File: src/hw/nfc_pkg.sv
// constants and types for the nor flash host controller
`default_nettype none
package nfc_pkg;
  // widths
  localparam int ADDR_W = 21;
  localparam int DATA_W = 16;
  localparam int CNT_W = 12;
  // clock and pin timing
  localparam int CLK_NS = 10;
  localparam int T_SETUP_NS = 20;
  localparam int T_WE_NS = 40;
  localparam int T_HOLD_NS = 20;
  localparam int T_READ_NS = 80;
  localparam int T_RST_LOW_NS = 500;
  localparam int T_RST_READY_NS = 20000;
  function automatic int ns2cyc(input int ns);
    int c;
    c = (ns + CLK_NS - 1) / CLK_NS;
    return (c < 1) ? 1 : c;
  endfunction
  localparam int CYC_SETUP = ns2cyc(T_SETUP_NS);
  localparam int CYC_WE = ns2cyc(T_WE_NS);
  localparam int CYC_HOLD = ns2cyc(T_HOLD_NS);
  localparam int CYC_READ = ns2cyc(T_READ_NS);
  localparam int CYC_RST_LOW = ns2cyc(T_RST_LOW_NS);
  localparam int CYC_RST_READY = ns2cyc(T_RST_READY_NS);
  // register offsets
  localparam logic [7:0] REG_CTRL = 8'h00;
  localparam logic [7:0] REG_ADDR = 8'h04;
  localparam logic [7:0] REG_WDATA = 8'h08;
  localparam logic [7:0] REG_CMD = 8'h0c;
  localparam logic [7:0] REG_STATUS = 8'h10;
  localparam logic [7:0] REG_RDATA = 8'h14;
  // field positions
  localparam int CTRL_BYTE_BIT = 0;
  localparam int CTRL_WP_BIT = 1;
  localparam int CTRL_RST_BIT = 2;
  localparam int ST_BUSY_BIT = 0;
  localparam int ST_READY_BIT = 1;
  localparam int ST_BYPASS_BIT = 2;
  localparam int ST_ERASE_BIT = 3;
  localparam int ST_SUSP_BIT = 4;
  localparam int ST_REFUSED_BIT = 5;
  localparam int ST_DONE_BIT = 6;
  localparam int TOGGLE_BIT = 6;
  // reset values
  localparam logic [1:0] CTRL_RST_VAL = 2'h0;
  localparam logic [20:0] ADDR_RST_VAL = 21'h000000;
  localparam logic [15:0] DATA_RST_VAL = 16'h0000;
  // operation codes written to the command register
  localparam logic [3:0] OP_NONE = 4'h0;
  localparam logic [3:0] OP_READ = 4'h1;
  localparam logic [3:0] OP_PROGRAM = 4'h2;
  localparam logic [3:0] OP_SECT_ERASE = 4'h3;
  localparam logic [3:0] OP_CHIP_ERASE = 4'h4;
  localparam logic [3:0] OP_SUSPEND = 4'h5;
  localparam logic [3:0] OP_RESUME = 4'h6;
  localparam logic [3:0] OP_RESET = 4'h7;
  localparam logic [3:0] OP_BYP_ON = 4'h8;
  localparam logic [3:0] OP_BYP_OFF = 4'h9;
  localparam logic [3:0] OP_POLL = 4'ha;
  // command cycle addresses and values
  localparam logic [20:0] UNLK1_W = 21'h000555;
  localparam logic [20:0] UNLK2_W = 21'h0002aa;
  localparam logic [20:0] UNLK1_B = 21'h000aaa;
  localparam logic [20:0] UNLK2_B = 21'h000555;
  localparam logic [15:0] CB_UNLOCK1 = 16'h00aa;
  localparam logic [15:0] CB_UNLOCK2 = 16'h0055;
  localparam logic [15:0] CB_PROG = 16'h00a0;
  localparam logic [15:0] CB_ERASE_SETUP = 16'h0080;
  localparam logic [15:0] CB_SECT_ERASE = 16'h0030;
  localparam logic [15:0] CB_CHIP_ERASE = 16'h0010;
  localparam logic [15:0] CB_SUSPEND = 16'h00b0;
  localparam logic [15:0] CB_RESUME = 16'h0030;
  localparam logic [15:0] CB_RESET = 16'h00f0;
  localparam logic [15:0] CB_BYPASS = 16'h0020;
  localparam logic [15:0] CB_BYP_EXIT1 = 16'h0090;
  localparam logic [15:0] CB_BYP_EXIT2 = 16'h0000;
  // types
  typedef struct packed {
    logic last;
    logic [20:0] addr;
    logic [15:0] data;
  } nfc_seq_t;
  typedef enum logic [1:0] {CY_IDLE, CY_SETUP, CY_PULSE, CY_HOLD} nfc_cyc_st_t;
  typedef enum logic [3:0] {
    HS_IDLE, HS_ISSUE, HS_WAITW, HS_READ, HS_WAITR, HS_POLLA, HS_WAITA,
    HS_POLLB, HS_WAITB, HS_RSTLOW, HS_RSTWAIT
  } nfc_host_st_t;
endpackage
`default_nettype wire

File: src/hw/nfc_cyc_if.sv
// bus cycle request and answer between sequencer and pin engine
`default_nettype none
interface nfc_cyc_if;
  logic req;
  logic we;
  logic byte_mode;
  logic [20:0] addr;
  logic [15:0] wdata;
  logic done;
  logic [15:0] rdata;
  modport ctl (output req, we, byte_mode, addr, wdata, input done, rdata);
  modport cyc (input req, we, byte_mode, addr, wdata, output done, rdata);
endinterface
`default_nettype wire

File: src/hw/nfc_cycle.sv
// one asynchronous read or write cycle on the flash pins
`default_nettype none
module nfc_cycle
  import nfc_pkg::*;
(
  // clock, reset, enable
  input wire logic i_clk,
  input wire logic i_rstn,
  input wire logic i_ce,
  // sequencer side
  nfc_cyc_if.cyc cif,
  // flash pins
  input wire logic [15:0] i_fl_data,
  output logic [19:0] o_fl_addr,
  output logic o_fl_alsb,
  output logic [15:0] o_fl_data,
  output logic [15:0] o_fl_data_oe,
  output logic o_fl_ce_n,
  output logic o_fl_we_n,
  output logic o_fl_oe_n
);
  nfc_cyc_st_t st_r;
  logic [CNT_W-1:0] cnt_r;
  logic we_r;
  logic bm_r;
  logic [15:0] d_s1_r;
  logic [15:0] d_s2_r;

  // data pins cross in through two flops
  always_ff @(posedge i_clk or negedge i_rstn) begin
    if (!i_rstn) begin
      d_s1_r <= DATA_RST_VAL;
      d_s2_r <= DATA_RST_VAL;
    end else if (i_ce) begin
      d_s1_r <= i_fl_data;
      d_s2_r <= d_s1_r;
    end
  end

  always_ff @(posedge i_clk or negedge i_rstn) begin
    if (!i_rstn) begin
      st_r <= CY_IDLE;
      cnt_r <= '0;
      we_r <= 1'b0;
      bm_r <= 1'b0;
      o_fl_addr <= '0;
      o_fl_alsb <= 1'b0;
      o_fl_data <= DATA_RST_VAL;
      o_fl_data_oe <= '0;
      o_fl_ce_n <= 1'b1;
      o_fl_we_n <= 1'b1;
      o_fl_oe_n <= 1'b1;
      cif.done <= 1'b0;
      cif.rdata <= DATA_RST_VAL;
    end else if (i_ce) begin
      cif.done <= 1'b0;
      case (st_r)
        CY_IDLE: begin
          if (!cif.byte_mode) o_fl_alsb <= 1'b0; // [RULE2]
          if (cif.req) begin
            we_r <= cif.we;
            bm_r <= cif.byte_mode;
            // byte mode takes a-1 as lowest address bit [RULE2]
            o_fl_addr <= cif.byte_mode ? cif.addr[20:1] : cif.addr[19:0];
            o_fl_alsb <= cif.byte_mode & cif.addr[0];
            o_fl_data <= cif.byte_mode ? {8'h00, cif.wdata[7:0]} : cif.wdata;
            o_fl_ce_n <= 1'b0;
            if (cif.we) begin
              // only low lines driven in byte mode [RULE1]
              o_fl_data_oe <= cif.byte_mode ? 16'h00ff : 16'hffff;
              cnt_r <= CNT_W'(CYC_SETUP - 1);
              st_r <= CY_SETUP;
            end else begin
              // data bus left to device during read [RULE4]
              o_fl_oe_n <= 1'b0;
              cnt_r <= CNT_W'(CYC_READ - 1);
              st_r <= CY_PULSE;
            end
          end
        end
        CY_SETUP: begin
          if (cnt_r == '0) begin
            // command written as a plain bus write [RULE5]
            o_fl_we_n <= 1'b0;
            cnt_r <= CNT_W'(CYC_WE - 1);
            st_r <= CY_PULSE;
          end else begin
            cnt_r <= cnt_r - 1'b1;
          end
        end
        CY_PULSE: begin
          if (cnt_r != '0) begin
            cnt_r <= cnt_r - 1'b1;
          end else if (we_r) begin
            o_fl_we_n <= 1'b1;
            cnt_r <= CNT_W'(CYC_HOLD - 1);
            st_r <= CY_HOLD;
          end else begin
            cif.rdata <= bm_r ? {8'h00, d_s2_r[7:0]} : d_s2_r; // [RULE1]
            o_fl_oe_n <= 1'b1;
            o_fl_ce_n <= 1'b1;
            cif.done <= 1'b1;
            st_r <= CY_IDLE;
          end
        end
        CY_HOLD: begin
          if (cnt_r == '0) begin
            o_fl_ce_n <= 1'b1;
            o_fl_data_oe <= '0;
            cif.done <= 1'b1;
            st_r <= CY_IDLE;
          end else begin
            cnt_r <= cnt_r - 1'b1;
          end
        end
        default: st_r <= CY_IDLE;
      endcase
    end
  end
endmodule
`default_nettype wire

File: src/hw/nfc_host.sv
// host controller for a parallel nor flash: registers, sequences, polling
// Contract
// [RULE1] x16 uses all lines, x8 low eight
// [RULE2] byte or word addressing of the array
// [RULE3] fixed sector layout, halved in word mode
// [RULE4] separate active-low select, write, output enable
// [RULE5] commands are ordinary bus write cycles
// [RULE6] device latches address and data per write
// [RULE7] program runs its own internal algorithm
// [RULE8] bypass program two writes, otherwise four
// [RULE9] erase runs its own internal algorithm
// [RULE10] busy shown by pin, poll and toggle
// [RULE11] after completion device reads and accepts commands
// [RULE12] erase touches only selected sectors
// [RULE13] writes ignored during low supply
// [RULE14] protected sectors refuse program and erase
// [RULE15] erase suspend allows other-sector reads and programs
// [RULE16] reset pin aborts and returns to read
// [RULE17] stable address enters automatic sleep
// [RULE18] host can put device in standby
// [RULE19] write-protect low guards boot sector
// [RULE20] secured serial number region, lockable
// [RULE21] temporary unprotect of locked sectors
// [RULE22] locking in-system or by programmer
// [RULE23] reads during busy return status bits
//
// The placing of the registers and strobed register access were chosen for this implementation.
`default_nettype none
module nfc_host
  import nfc_pkg::*;
(
  // clock, reset, enable
  input wire logic i_clk,
  input wire logic i_rstn,
  input wire logic i_ce,
  // register port
  input wire logic [7:0] i_addr,
  input wire logic [31:0] i_wdata,
  input wire logic i_wr,
  input wire logic i_rd,
  output logic [31:0] o_rdata,
  // flash pins
  input wire logic [15:0] i_fl_data,
  input wire logic i_fl_ready_busy_n,
  output logic [19:0] o_fl_addr,
  output logic o_fl_alsb,
  output logic [15:0] o_fl_data,
  output logic [15:0] o_fl_data_oe,
  output logic o_fl_ce_n,
  output logic o_fl_we_n,
  output logic o_fl_oe_n,
  output logic o_fl_reset_n,
  output logic o_fl_wp_n,
  output logic o_fl_byte_n
);
  nfc_cyc_if cif ();
  nfc_host_st_t st_r;
  logic byte_mode_r;
  logic wp_on_r;
  logic [20:0] addr_r;
  logic [15:0] wdata_r;
  logic [3:0] op_r;
  logic [2:0] step_r;
  logic last_r;
  logic [CNT_W-1:0] cnt_r;
  logic req_r;
  logic cwe_r;
  logic [20:0] caddr_r;
  logic [15:0] cdata_r;
  logic [15:0] t1_r;
  logic [15:0] rdata_r;
  logic fin_r;
  logic bypass_r;
  logic erase_run_r;
  logic susp_r;
  logic refused_r;
  logic done_r;
  logic rb_s1_r;
  logic rb_s2_r;
  logic cmd_go;
  logic rst_go;
  logic op_ok;
  logic busy;
  nfc_seq_t seq;

  // write cycles of each command sequence
  function automatic nfc_seq_t seq_step(input logic [3:0] op, input logic [2:0] step,
      input logic byp, input logic bm, input logic [20:0] a, input logic [15:0] d);
    nfc_seq_t s;
    logic [20:0] u1;
    logic [20:0] u2;
    u1 = bm ? UNLK1_B : UNLK1_W;
    u2 = bm ? UNLK2_B : UNLK2_W;
    s = '{last: 1'b1, addr: a, data: CB_RESET};
    case (op)
      OP_PROGRAM: begin
        if (byp) begin
          // two writes in bypass mode [RULE8]
          s.last = (step == 3'd1);
          s.data = (step == 3'd0) ? CB_PROG : d;
        end else begin
          // four writes in normal mode [RULE8]
          s.last = (step == 3'd3);
          case (step)
            3'd0: s = '{last: 1'b0, addr: u1, data: CB_UNLOCK1};
            3'd1: s = '{last: 1'b0, addr: u2, data: CB_UNLOCK2};
            3'd2: s = '{last: 1'b0, addr: u1, data: CB_PROG};
            default: s.data = d;
          endcase
        end
      end
      OP_SECT_ERASE, OP_CHIP_ERASE: begin
        s.last = (step == 3'd5);
        case (step)
          3'd0, 3'd3: s = '{last: 1'b0, addr: u1, data: CB_UNLOCK1};
          3'd1, 3'd4: s = '{last: 1'b0, addr: u2, data: CB_UNLOCK2};
          3'd2: s = '{last: 1'b0, addr: u1, data: CB_ERASE_SETUP};
          default: begin
            s.addr = (op == OP_CHIP_ERASE) ? u1 : a;
            s.data = (op == OP_CHIP_ERASE) ? CB_CHIP_ERASE : CB_SECT_ERASE;
          end
        endcase
      end
      OP_BYP_ON: begin
        s.last = (step == 3'd2);
        case (step)
          3'd0: s = '{last: 1'b0, addr: u1, data: CB_UNLOCK1};
          3'd1: s = '{last: 1'b0, addr: u2, data: CB_UNLOCK2};
          default: s = '{last: 1'b1, addr: u1, data: CB_BYPASS};
        endcase
      end
      OP_BYP_OFF: begin
        s.last = (step == 3'd1);
        s.data = (step == 3'd0) ? CB_BYP_EXIT1 : CB_BYP_EXIT2;
      end
      OP_SUSPEND: s.data = CB_SUSPEND;
      OP_RESUME: s.data = CB_RESUME;
      default: s.data = CB_RESET;
    endcase
    return s;
  endfunction

  assign seq = seq_step(op_r, step_r, bypass_r, byte_mode_r, addr_r, wdata_r);
  assign busy = (st_r != HS_IDLE) || fin_r;
  assign cmd_go = i_ce && i_wr && (i_addr == REG_CMD);
  assign rst_go = i_ce && i_wr && (i_addr == REG_CTRL) && i_wdata[CTRL_RST_BIT];
  assign cif.req = req_r;
  assign cif.we = cwe_r;
  assign cif.byte_mode = byte_mode_r;
  assign cif.addr = caddr_r;
  assign cif.wdata = cdata_r;

  // legality of a new operation
  always_comb begin
    case (i_wdata[3:0])
      OP_READ, OP_RESET, OP_POLL: op_ok = 1'b1;
      OP_PROGRAM: op_ok = !erase_run_r || susp_r; // [RULE15]
      OP_SECT_ERASE, OP_CHIP_ERASE: op_ok = !erase_run_r;
      OP_SUSPEND: op_ok = erase_run_r && !susp_r;
      OP_RESUME: op_ok = susp_r;
      OP_BYP_ON, OP_BYP_OFF: op_ok = !erase_run_r;
      default: op_ok = 1'b0;
    endcase
  end

  // ready/busy pin through two flops
  always_ff @(posedge i_clk or negedge i_rstn) begin
    if (!i_rstn) begin
      rb_s1_r <= 1'b1;
      rb_s2_r <= 1'b1;
    end else if (i_ce) begin
      rb_s1_r <= i_fl_ready_busy_n;
      rb_s2_r <= rb_s1_r;
    end
  end

  // software registers
  always_ff @(posedge i_clk or negedge i_rstn) begin
    if (!i_rstn) begin
      byte_mode_r <= CTRL_RST_VAL[CTRL_BYTE_BIT];
      wp_on_r <= CTRL_RST_VAL[CTRL_WP_BIT];
      addr_r <= ADDR_RST_VAL;
      wdata_r <= DATA_RST_VAL;
      o_fl_byte_n <= 1'b1;
      o_fl_wp_n <= 1'b1;
    end else if (i_ce) begin
      if (i_wr && !busy) begin
        case (i_addr)
          REG_CTRL: begin
            byte_mode_r <= i_wdata[CTRL_BYTE_BIT];
            wp_on_r <= i_wdata[CTRL_WP_BIT];
          end
          REG_ADDR: addr_r <= i_wdata[20:0];
          REG_WDATA: wdata_r <= i_wdata[15:0];
          default: ;
        endcase
      end
      o_fl_byte_n <= !byte_mode_r; // [RULE1]
      o_fl_wp_n <= !wp_on_r; // [RULE19]
    end
  end

  // sequencer
  always_ff @(posedge i_clk or negedge i_rstn) begin
    if (!i_rstn) begin
      st_r <= HS_IDLE;
      op_r <= OP_NONE;
      step_r <= '0;
      last_r <= 1'b0;
      cnt_r <= '0;
      req_r <= 1'b0;
      cwe_r <= 1'b0;
      caddr_r <= ADDR_RST_VAL;
      cdata_r <= DATA_RST_VAL;
      t1_r <= DATA_RST_VAL;
      rdata_r <= DATA_RST_VAL;
      fin_r <= 1'b0;
      o_fl_reset_n <= 1'b1;
    end else if (i_ce) begin
      req_r <= 1'b0;
      fin_r <= 1'b0;
      if (rst_go) begin
        // reset pin aborts whatever runs [RULE16]
        o_fl_reset_n <= 1'b0;
        cnt_r <= CNT_W'(CYC_RST_LOW - 1);
        st_r <= HS_RSTLOW;
      end else begin
        case (st_r)
          HS_IDLE: begin
            // chip select stays high: device in standby [RULE18]
            if (cmd_go && op_ok && !fin_r) begin
              op_r <= i_wdata[3:0];
              step_r <= '0;
              if (i_wdata[3:0] == OP_READ) begin
                st_r <= HS_READ;
              end else if (i_wdata[3:0] == OP_POLL) begin
                st_r <= HS_POLLA;
              end else begin
                st_r <= HS_ISSUE;
              end
            end
          end
          HS_ISSUE: begin
            req_r <= 1'b1;
            cwe_r <= 1'b1;
            caddr_r <= seq.addr;
            cdata_r <= seq.data;
            last_r <= seq.last;
            st_r <= HS_WAITW;
          end
          HS_WAITW: begin
            if (cif.done) begin
              if (!last_r) begin
                step_r <= step_r + 3'd1;
                st_r <= HS_ISSUE;
              end else if (op_r == OP_PROGRAM || op_r == OP_SUSPEND) begin
                st_r <= HS_POLLA; // [RULE7]
              end else begin
                // erase left running so it can be suspended [RULE9]
                fin_r <= 1'b1;
                st_r <= HS_IDLE;
              end
            end
          end
          HS_READ: begin
            req_r <= 1'b1;
            cwe_r <= 1'b0;
            caddr_r <= addr_r;
            st_r <= HS_WAITR;
          end
          HS_WAITR: begin
            if (cif.done) begin
              rdata_r <= cif.rdata;
              fin_r <= 1'b1;
              st_r <= HS_IDLE;
            end
          end
          HS_POLLA, HS_POLLB: begin
            req_r <= 1'b1;
            cwe_r <= 1'b0;
            caddr_r <= addr_r;
            st_r <= (st_r == HS_POLLA) ? HS_WAITA : HS_WAITB;
          end
          HS_WAITA: begin
            if (cif.done) begin
              t1_r <= cif.rdata; // [RULE23]
              st_r <= HS_POLLB;
            end
          end
          HS_WAITB: begin
            if (cif.done) begin
              rdata_r <= cif.rdata;
              // toggle bit stops when the device is done [RULE10]
              if (cif.rdata[TOGGLE_BIT] == t1_r[TOGGLE_BIT]) begin
                fin_r <= 1'b1;
                st_r <= HS_IDLE; // [RULE11]
              end else begin
                t1_r <= cif.rdata;
                st_r <= HS_POLLB;
              end
            end
          end
          HS_RSTLOW: begin
            if (cnt_r == '0) begin
              o_fl_reset_n <= 1'b1;
              cnt_r <= CNT_W'(CYC_RST_READY - 1);
              st_r <= HS_RSTWAIT;
            end else begin
              cnt_r <= cnt_r - 1'b1;
            end
          end
          HS_RSTWAIT: begin
            if (cnt_r == '0) begin
              st_r <= HS_IDLE;
            end else begin
              cnt_r <= cnt_r - 1'b1;
            end
          end
          default: st_r <= HS_IDLE;
        endcase
      end
    end
  end

  // mode and sticky status flags
  always_ff @(posedge i_clk or negedge i_rstn) begin
    if (!i_rstn) begin
      bypass_r <= 1'b0;
      erase_run_r <= 1'b0;
      susp_r <= 1'b0;
      refused_r <= 1'b0;
      done_r <= 1'b0;
    end else if (i_ce) begin
      if (rst_go) begin
        bypass_r <= 1'b0; // [RULE16]
        erase_run_r <= 1'b0;
        susp_r <= 1'b0;
      end else if (fin_r) begin
        case (op_r)
          OP_SECT_ERASE, OP_CHIP_ERASE: erase_run_r <= 1'b1;
          OP_SUSPEND: susp_r <= 1'b1; // [RULE15]
          OP_RESUME: susp_r <= 1'b0;
          OP_POLL: erase_run_r <= susp_r;
          OP_BYP_ON: bypass_r <= 1'b1; // [RULE8]
          OP_BYP_OFF: bypass_r <= 1'b0;
          default: ;
        endcase
      end
      if (cmd_go && (busy || !op_ok)) begin
        refused_r <= 1'b1;
      end else if (i_wr && i_addr == REG_STATUS && i_wdata[ST_REFUSED_BIT]) begin
        refused_r <= 1'b0;
      end
      if (fin_r) begin
        done_r <= 1'b1;
      end else if (i_wr && i_addr == REG_STATUS && i_wdata[ST_DONE_BIT]) begin
        done_r <= 1'b0;
      end
    end
  end

  // register read port, data one cycle after strobe
  always_ff @(posedge i_clk or negedge i_rstn) begin
    if (!i_rstn) begin
      o_rdata <= '0;
    end else if (i_ce) begin
      o_rdata <= '0;
      if (i_rd) begin
        case (i_addr)
          REG_CTRL: o_rdata <= {30'h0, wp_on_r, byte_mode_r};
          REG_ADDR: o_rdata <= {11'h0, addr_r};
          REG_WDATA: o_rdata <= {16'h0, wdata_r};
          REG_CMD: o_rdata <= {28'h0, op_r};
          REG_STATUS: o_rdata <= {25'h0, done_r, refused_r, susp_r, erase_run_r,
                                  bypass_r, rb_s2_r, busy}; // [RULE10]
          REG_RDATA: o_rdata <= {16'h0, rdata_r};
          default: o_rdata <= '0;
        endcase
      end
    end
  end

  nfc_cycle u_cycle (
    .i_clk(i_clk),
    .i_rstn(i_rstn),
    .i_ce(i_ce),
    .cif(cif.cyc),
    .i_fl_data(i_fl_data),
    .o_fl_addr(o_fl_addr),
    .o_fl_alsb(o_fl_alsb),
    .o_fl_data(o_fl_data),
    .o_fl_data_oe(o_fl_data_oe),
    .o_fl_ce_n(o_fl_ce_n),
    .o_fl_we_n(o_fl_we_n),
    .o_fl_oe_n(o_fl_oe_n)
  );
endmodule
`default_nettype wire

File: config.mk
export PLATFORM = sky130hd
export DESIGN_NAME = nfc_host
export DESIGN_NICKNAME = d
export VERILOG_FILES = /design/src/hw/nfc_pkg.sv /design/src/hw/nfc_cyc_if.sv /design/src/hw/nfc_cycle.sv /design/src/hw/nfc_host.sv
export SDC_FILE = /design/constraint.sdc
export NUM_CORES = 1
export LEC_CHECK = 0
export CAP_MARGIN = 20
export CORE_ASPECT_RATIO = 0.8
export CORE_MARGIN = 2
export CORE_UTILIZATION = 55
export CTS_BUF_LIST = sky130_fd_sc_hd__clkbuf_4
export DETAILED_ROUTE_END_ITERATION = 12
export DONT_BUFFER_PORTS = 1
export PLACE_DENSITY = 0.7
export SLEW_MARGIN = 20
export SYNTH_ARGS = -nofsm -noshare
export SYNTH_HDL_FRONTEND = slang
export SYNTH_HIERARCHICAL = 1
export SYNTH_SLANG_ARGS = --single-unit
File: constraint.sdc
create_clock -name i_clk -period 5.8 [get_ports i_clk]
set_clock_uncertainty 0.2 [all_clocks]
set_input_delay 0.58 -clock i_clk [delete_from_list [all_inputs] [get_ports i_clk]]
set_output_delay 0.58 -clock i_clk [all_outputs]
set_load 0.05 [all_outputs]
==> reports/results.ini <==
[route]
drtIter0Drc = 1146
detail_route.wl_per_cell_um = 20.0
drt_pass1_iterations = 9
antenna_violating_nets_post_route = 0
routed_via_density = 6.16
remaining_drc_errors = 0
detail_route.wirelength_um = 32500
num_vias = 10000

[power_and_ir_drop]
comb_power_share_pct = 10.3
p_clk_share_pct = 38.9
pwr-share-seq_pct = 50.7
power.internal_mw = 3.00
static_leakage_power_nw = 6.29
p_total_mw = 4.09
power_switching_mw = 1.09
power.ir.vdd_worst_v = 0.000175
switching_share_pct = 26.7
power-per-cell-area_nw_per_um2 = 285

[synth]
number_of_enable_flip_flop_cells_after_synthesis = 0
synth_area_um2 = 13000
synth.yosys.seq_area_share_pct = 49.6
yosys-top-cells-area = sky130_fd_sc_hd__dfrtp_1 (48%), sky130_fd_sc_hd__mux2_2 (8.8%), sky130_fd_sc_hd__nand2_1 (3.0%)
postSynthCellCount = 1241
post_synth.cell_area_avg_um2 = 10.5
synth_top_cell_by_area = sky130_fd_sc_hd__dfrtp_1
ys_async_sr_fraction_pct = 100
synth_cell_type_count = 94
ys_warn_count = 6
post-synth-top-area-fraction_pct = 48.0
number_of_storage_elements_in_the_synthesis_netlist = 258
synth_ff_type = sky130_fd_sc_hd__dfrtp_1

[clocking]
clock_tree.root_cell = sky130_fd_sc_hd__clkbuf_4
clkTransAtPathRegs_ns = 0.07
cts-buffers-inserted = 67
number_of_post_cts_setup_repair_buffers = 0
cts_num_sinks = 258
clock_tree.buffer_depth = 3
cts-resized-gates = 0
tritoncts = yes
hold_buf_count_cts = 47
clk_latency_ns = 0.68
number_of_levels_in_the_clock_h_tree = 3

[setup_path]
worst_setup_path_end_kind = flip-flop
worst-path-max-fanout = 23
startpoint_type = flip-flop
timing.critical_path.cells = or4_1, nor3_2, nor4b_1, dlygate4sd3_1, mux2_2
crit_family = simple AND/OR/NAND/NOR gates
crit_slowest_cell = sky130_fd_sc_hd__or4_1
worstSetupPathType = reg -> reg
slowest_delay_ns = 0.70
cp_num_buf_inv = 1
critical_path_arrival_ns = 3.71
critical_path_required_ns = 6.17

[grt]
grt_overflow = 0
grt_pass1_wl_um = 52300
initial_antenna_violation_count = 1
grt_use_total_pct = 26.4
grt_start_max_net_pins = 259
first_global_vias = 9548

[place]
port-buffer-count = 0
routabilityCongestion = 0.918
preCtsSetupSlack_ns = 2.15
detailed_place_hpwl_um = 20900
numPlacedInstances = 1467

[cells_and_area]
commonest_cells_after_routing_fill_and_taps_aside = sky130_fd_sc_hd__dfrtp_1 (247), sky130_fd_sc_hd__nand2_1 (105), sky130_fd_sc_hd__mux2_2 (102)
area_delta_synth_final_pct = 10.1
fin_cells = 1626
final_common_cell = sky130_fd_sc_hd__dfrtp_1
final_nets = 1343
fraction_of_final_layout_cells_sized_beyond_drive_strength_1_pct = 19.5

[timing]
fin_crit_ns = 3.34
period_share_pct = 57.6
fin_setup_tns_ns = 0
final-setup-viol-count = 0
worst_slew_pin_slew_ns = 1.12
worst_slack_ns = 2.46
count_of_endpoints_failing_hold_in_the_final_timing_report = 258
slew_violations = 0
timing.slew.headroom_pct = 25.4
max_clock_freq_mhz = 299
rsz0062_at_grt = no
fin_hold_ws_ns = -0.602

[floorplan]
initial_cell_density_of_the_core_pct = 55.9
pin_count = 153
die_width_um = 176
placeableCoreArea_um2 = 23300
rows = 50
total_die_area_um2 = 25000
die_h_um = 142

[run]
timing.max_cap.violations = 0

[run_status]
result_of_the_run = finished, violations left
failed_checks = hold timing

[min_path]
min_path_type = in -> async

[power by group through the flow]
| stage | clock, mW | sequential (mW) | combinational, mW |
|---|---|---|---|
| 2_1_floorplan | 0 | 2.05 | 0.366 |
| 3_3_place_gp | 0 | 2.10 | 0.363 |
| 3_5_place_dp | 0 | 2.10 | 0.374 |
| 4_1_cts | 1.62 | 2.07 | 0.418 |
| 5_1_grt | 1.73 | 2.10 | 0.466 |
| 6_report | 1.59 | 2.07 | 0.423 |
[cells in the mapped netlist, types with 7 or more instances]
cell	instances
sky130_fd_sc_hd__mux2i_1	32
sky130_fd_sc_hd__buf_1	10
sky130_fd_sc_hd__ha_1	9
sky130_fd_sc_hd__a2bb2oi_1	7
sky130_fd_sc_hd__dfrtp_1	250
sky130_fd_sc_hd__nand2b_1	27
sky130_fd_sc_hd__a22o_1	23
sky130_fd_sc_hd__nor2_1	82
sky130_fd_sc_hd__buf_2	11
sky130_fd_sc_hd__dfstp_2	8
sky130_fd_sc_hd__nand2_1	105
sky130_fd_sc_hd__buf_4	26
sky130_fd_sc_hd__a31oi_1	14
sky130_fd_sc_hd__a211oi_1	15
sky130_fd_sc_hd__nor3b_1	8
sky130_fd_sc_hd__and2_1	10
sky130_fd_sc_hd__inv_1	65
sky130_fd_sc_hd__nand3_1	23
sky130_fd_sc_hd__nor2b_1	12
sky130_fd_sc_hd__nor3_1	19
sky130_fd_sc_hd__o31ai_1	9
sky130_fd_sc_hd__o22ai_1	26
sky130_fd_sc_hd__a221oi_1	10
sky130_fd_sc_hd__mux2_2	102
sky130_fd_sc_hd__a222oi_1	13
sky130_fd_sc_hd__a21oi_1	36
sky130_fd_sc_hd__o21ai_0	57
sky130_fd_sc_hd__o211ai_1	11
sky130_fd_sc_hd__clkbuf_1	47
[per-layer routing]
metal / vias to the layer above / global-route usage [%] / part of all wire [%]
met2: 397 / 37.5 / 43
met1: 4930 / 38.3 / 45
met3: 59 / 8.23 / 9.4
li1: 4626 / - / -
met4: 0 / 8.79 / 2.1
met5: - / 0 / 0
[stage by stage]
stage	util [%]	instance area, um^2
after floorplan	-	13100
after global placement	55.7	13000
after detailed placement	55.7	13000
after CTS	61.4	14300
after global routing	61.5	14400
final	61.5	14400
[path summary, 6_finish.rpt]
check                      slack (ns)                   end  depth (start not counted)       start
min reg2reg                      0.27  u_cycle/o_fl_data[1]                          2  cdata_r[1]
min in group i_clk               0.04     u_cycle/o_fl_ce_n                          2        i_ce
max reg2reg                      2.46           byte_mode_r                          5     st_r[1]
max in group asynchronous        5.42           byte_mode_r                          0      i_rstn
max                              2.46           byte_mode_r                          5     st_r[1]
min                             -0.60      u_cycle/cnt_r[8]                          0      i_rstn
[sequential cells by signal, summed over array words and instances (netlist names), 4 cells and up]
name	flops
addr_r	21
caddr_r	21
cdata_r	16
cnt_r	12
o_rdata	21
op_r	4
rdata_r	16
st_r	4
u_cycle/cif.rdata	16
u_cycle/cnt_r	12
u_cycle/d_s1_r	16
u_cycle/d_s2_r	16
u_cycle/o_fl_addr	20
u_cycle/o_fl_data	16
wdata_r	16
[area by class of cell]
class | instances | area, um^2
Timing Repair Buffer | 50 | 510
Fill cell | 1940 | 8970
Tap cell | 312 | 390
Clock buffer | 97 | 728
Inverter | 65 | 244
Antenna cell | 1 | 2.50
Multi-Input combinational cell | 830 | 5890
Sequential cell | 258 | 6480
Clock inverter | 13 | 115
[kinds of logic (layout without fill, tap and decap cells)]
group	count (synthesis)	count (layout)	synth area share (%)
xor+xnor	4	4	0.269
compound gates	311	311	17.3
other cells	1	12	0.0288
flops	258	258	49.6
mux	136	136	11.4
buf+inv	163	225	5.73
fa+ha+maj	9	9	0.864
simple gates	359	359	14.8
Power figures use the tool's default switching activity.
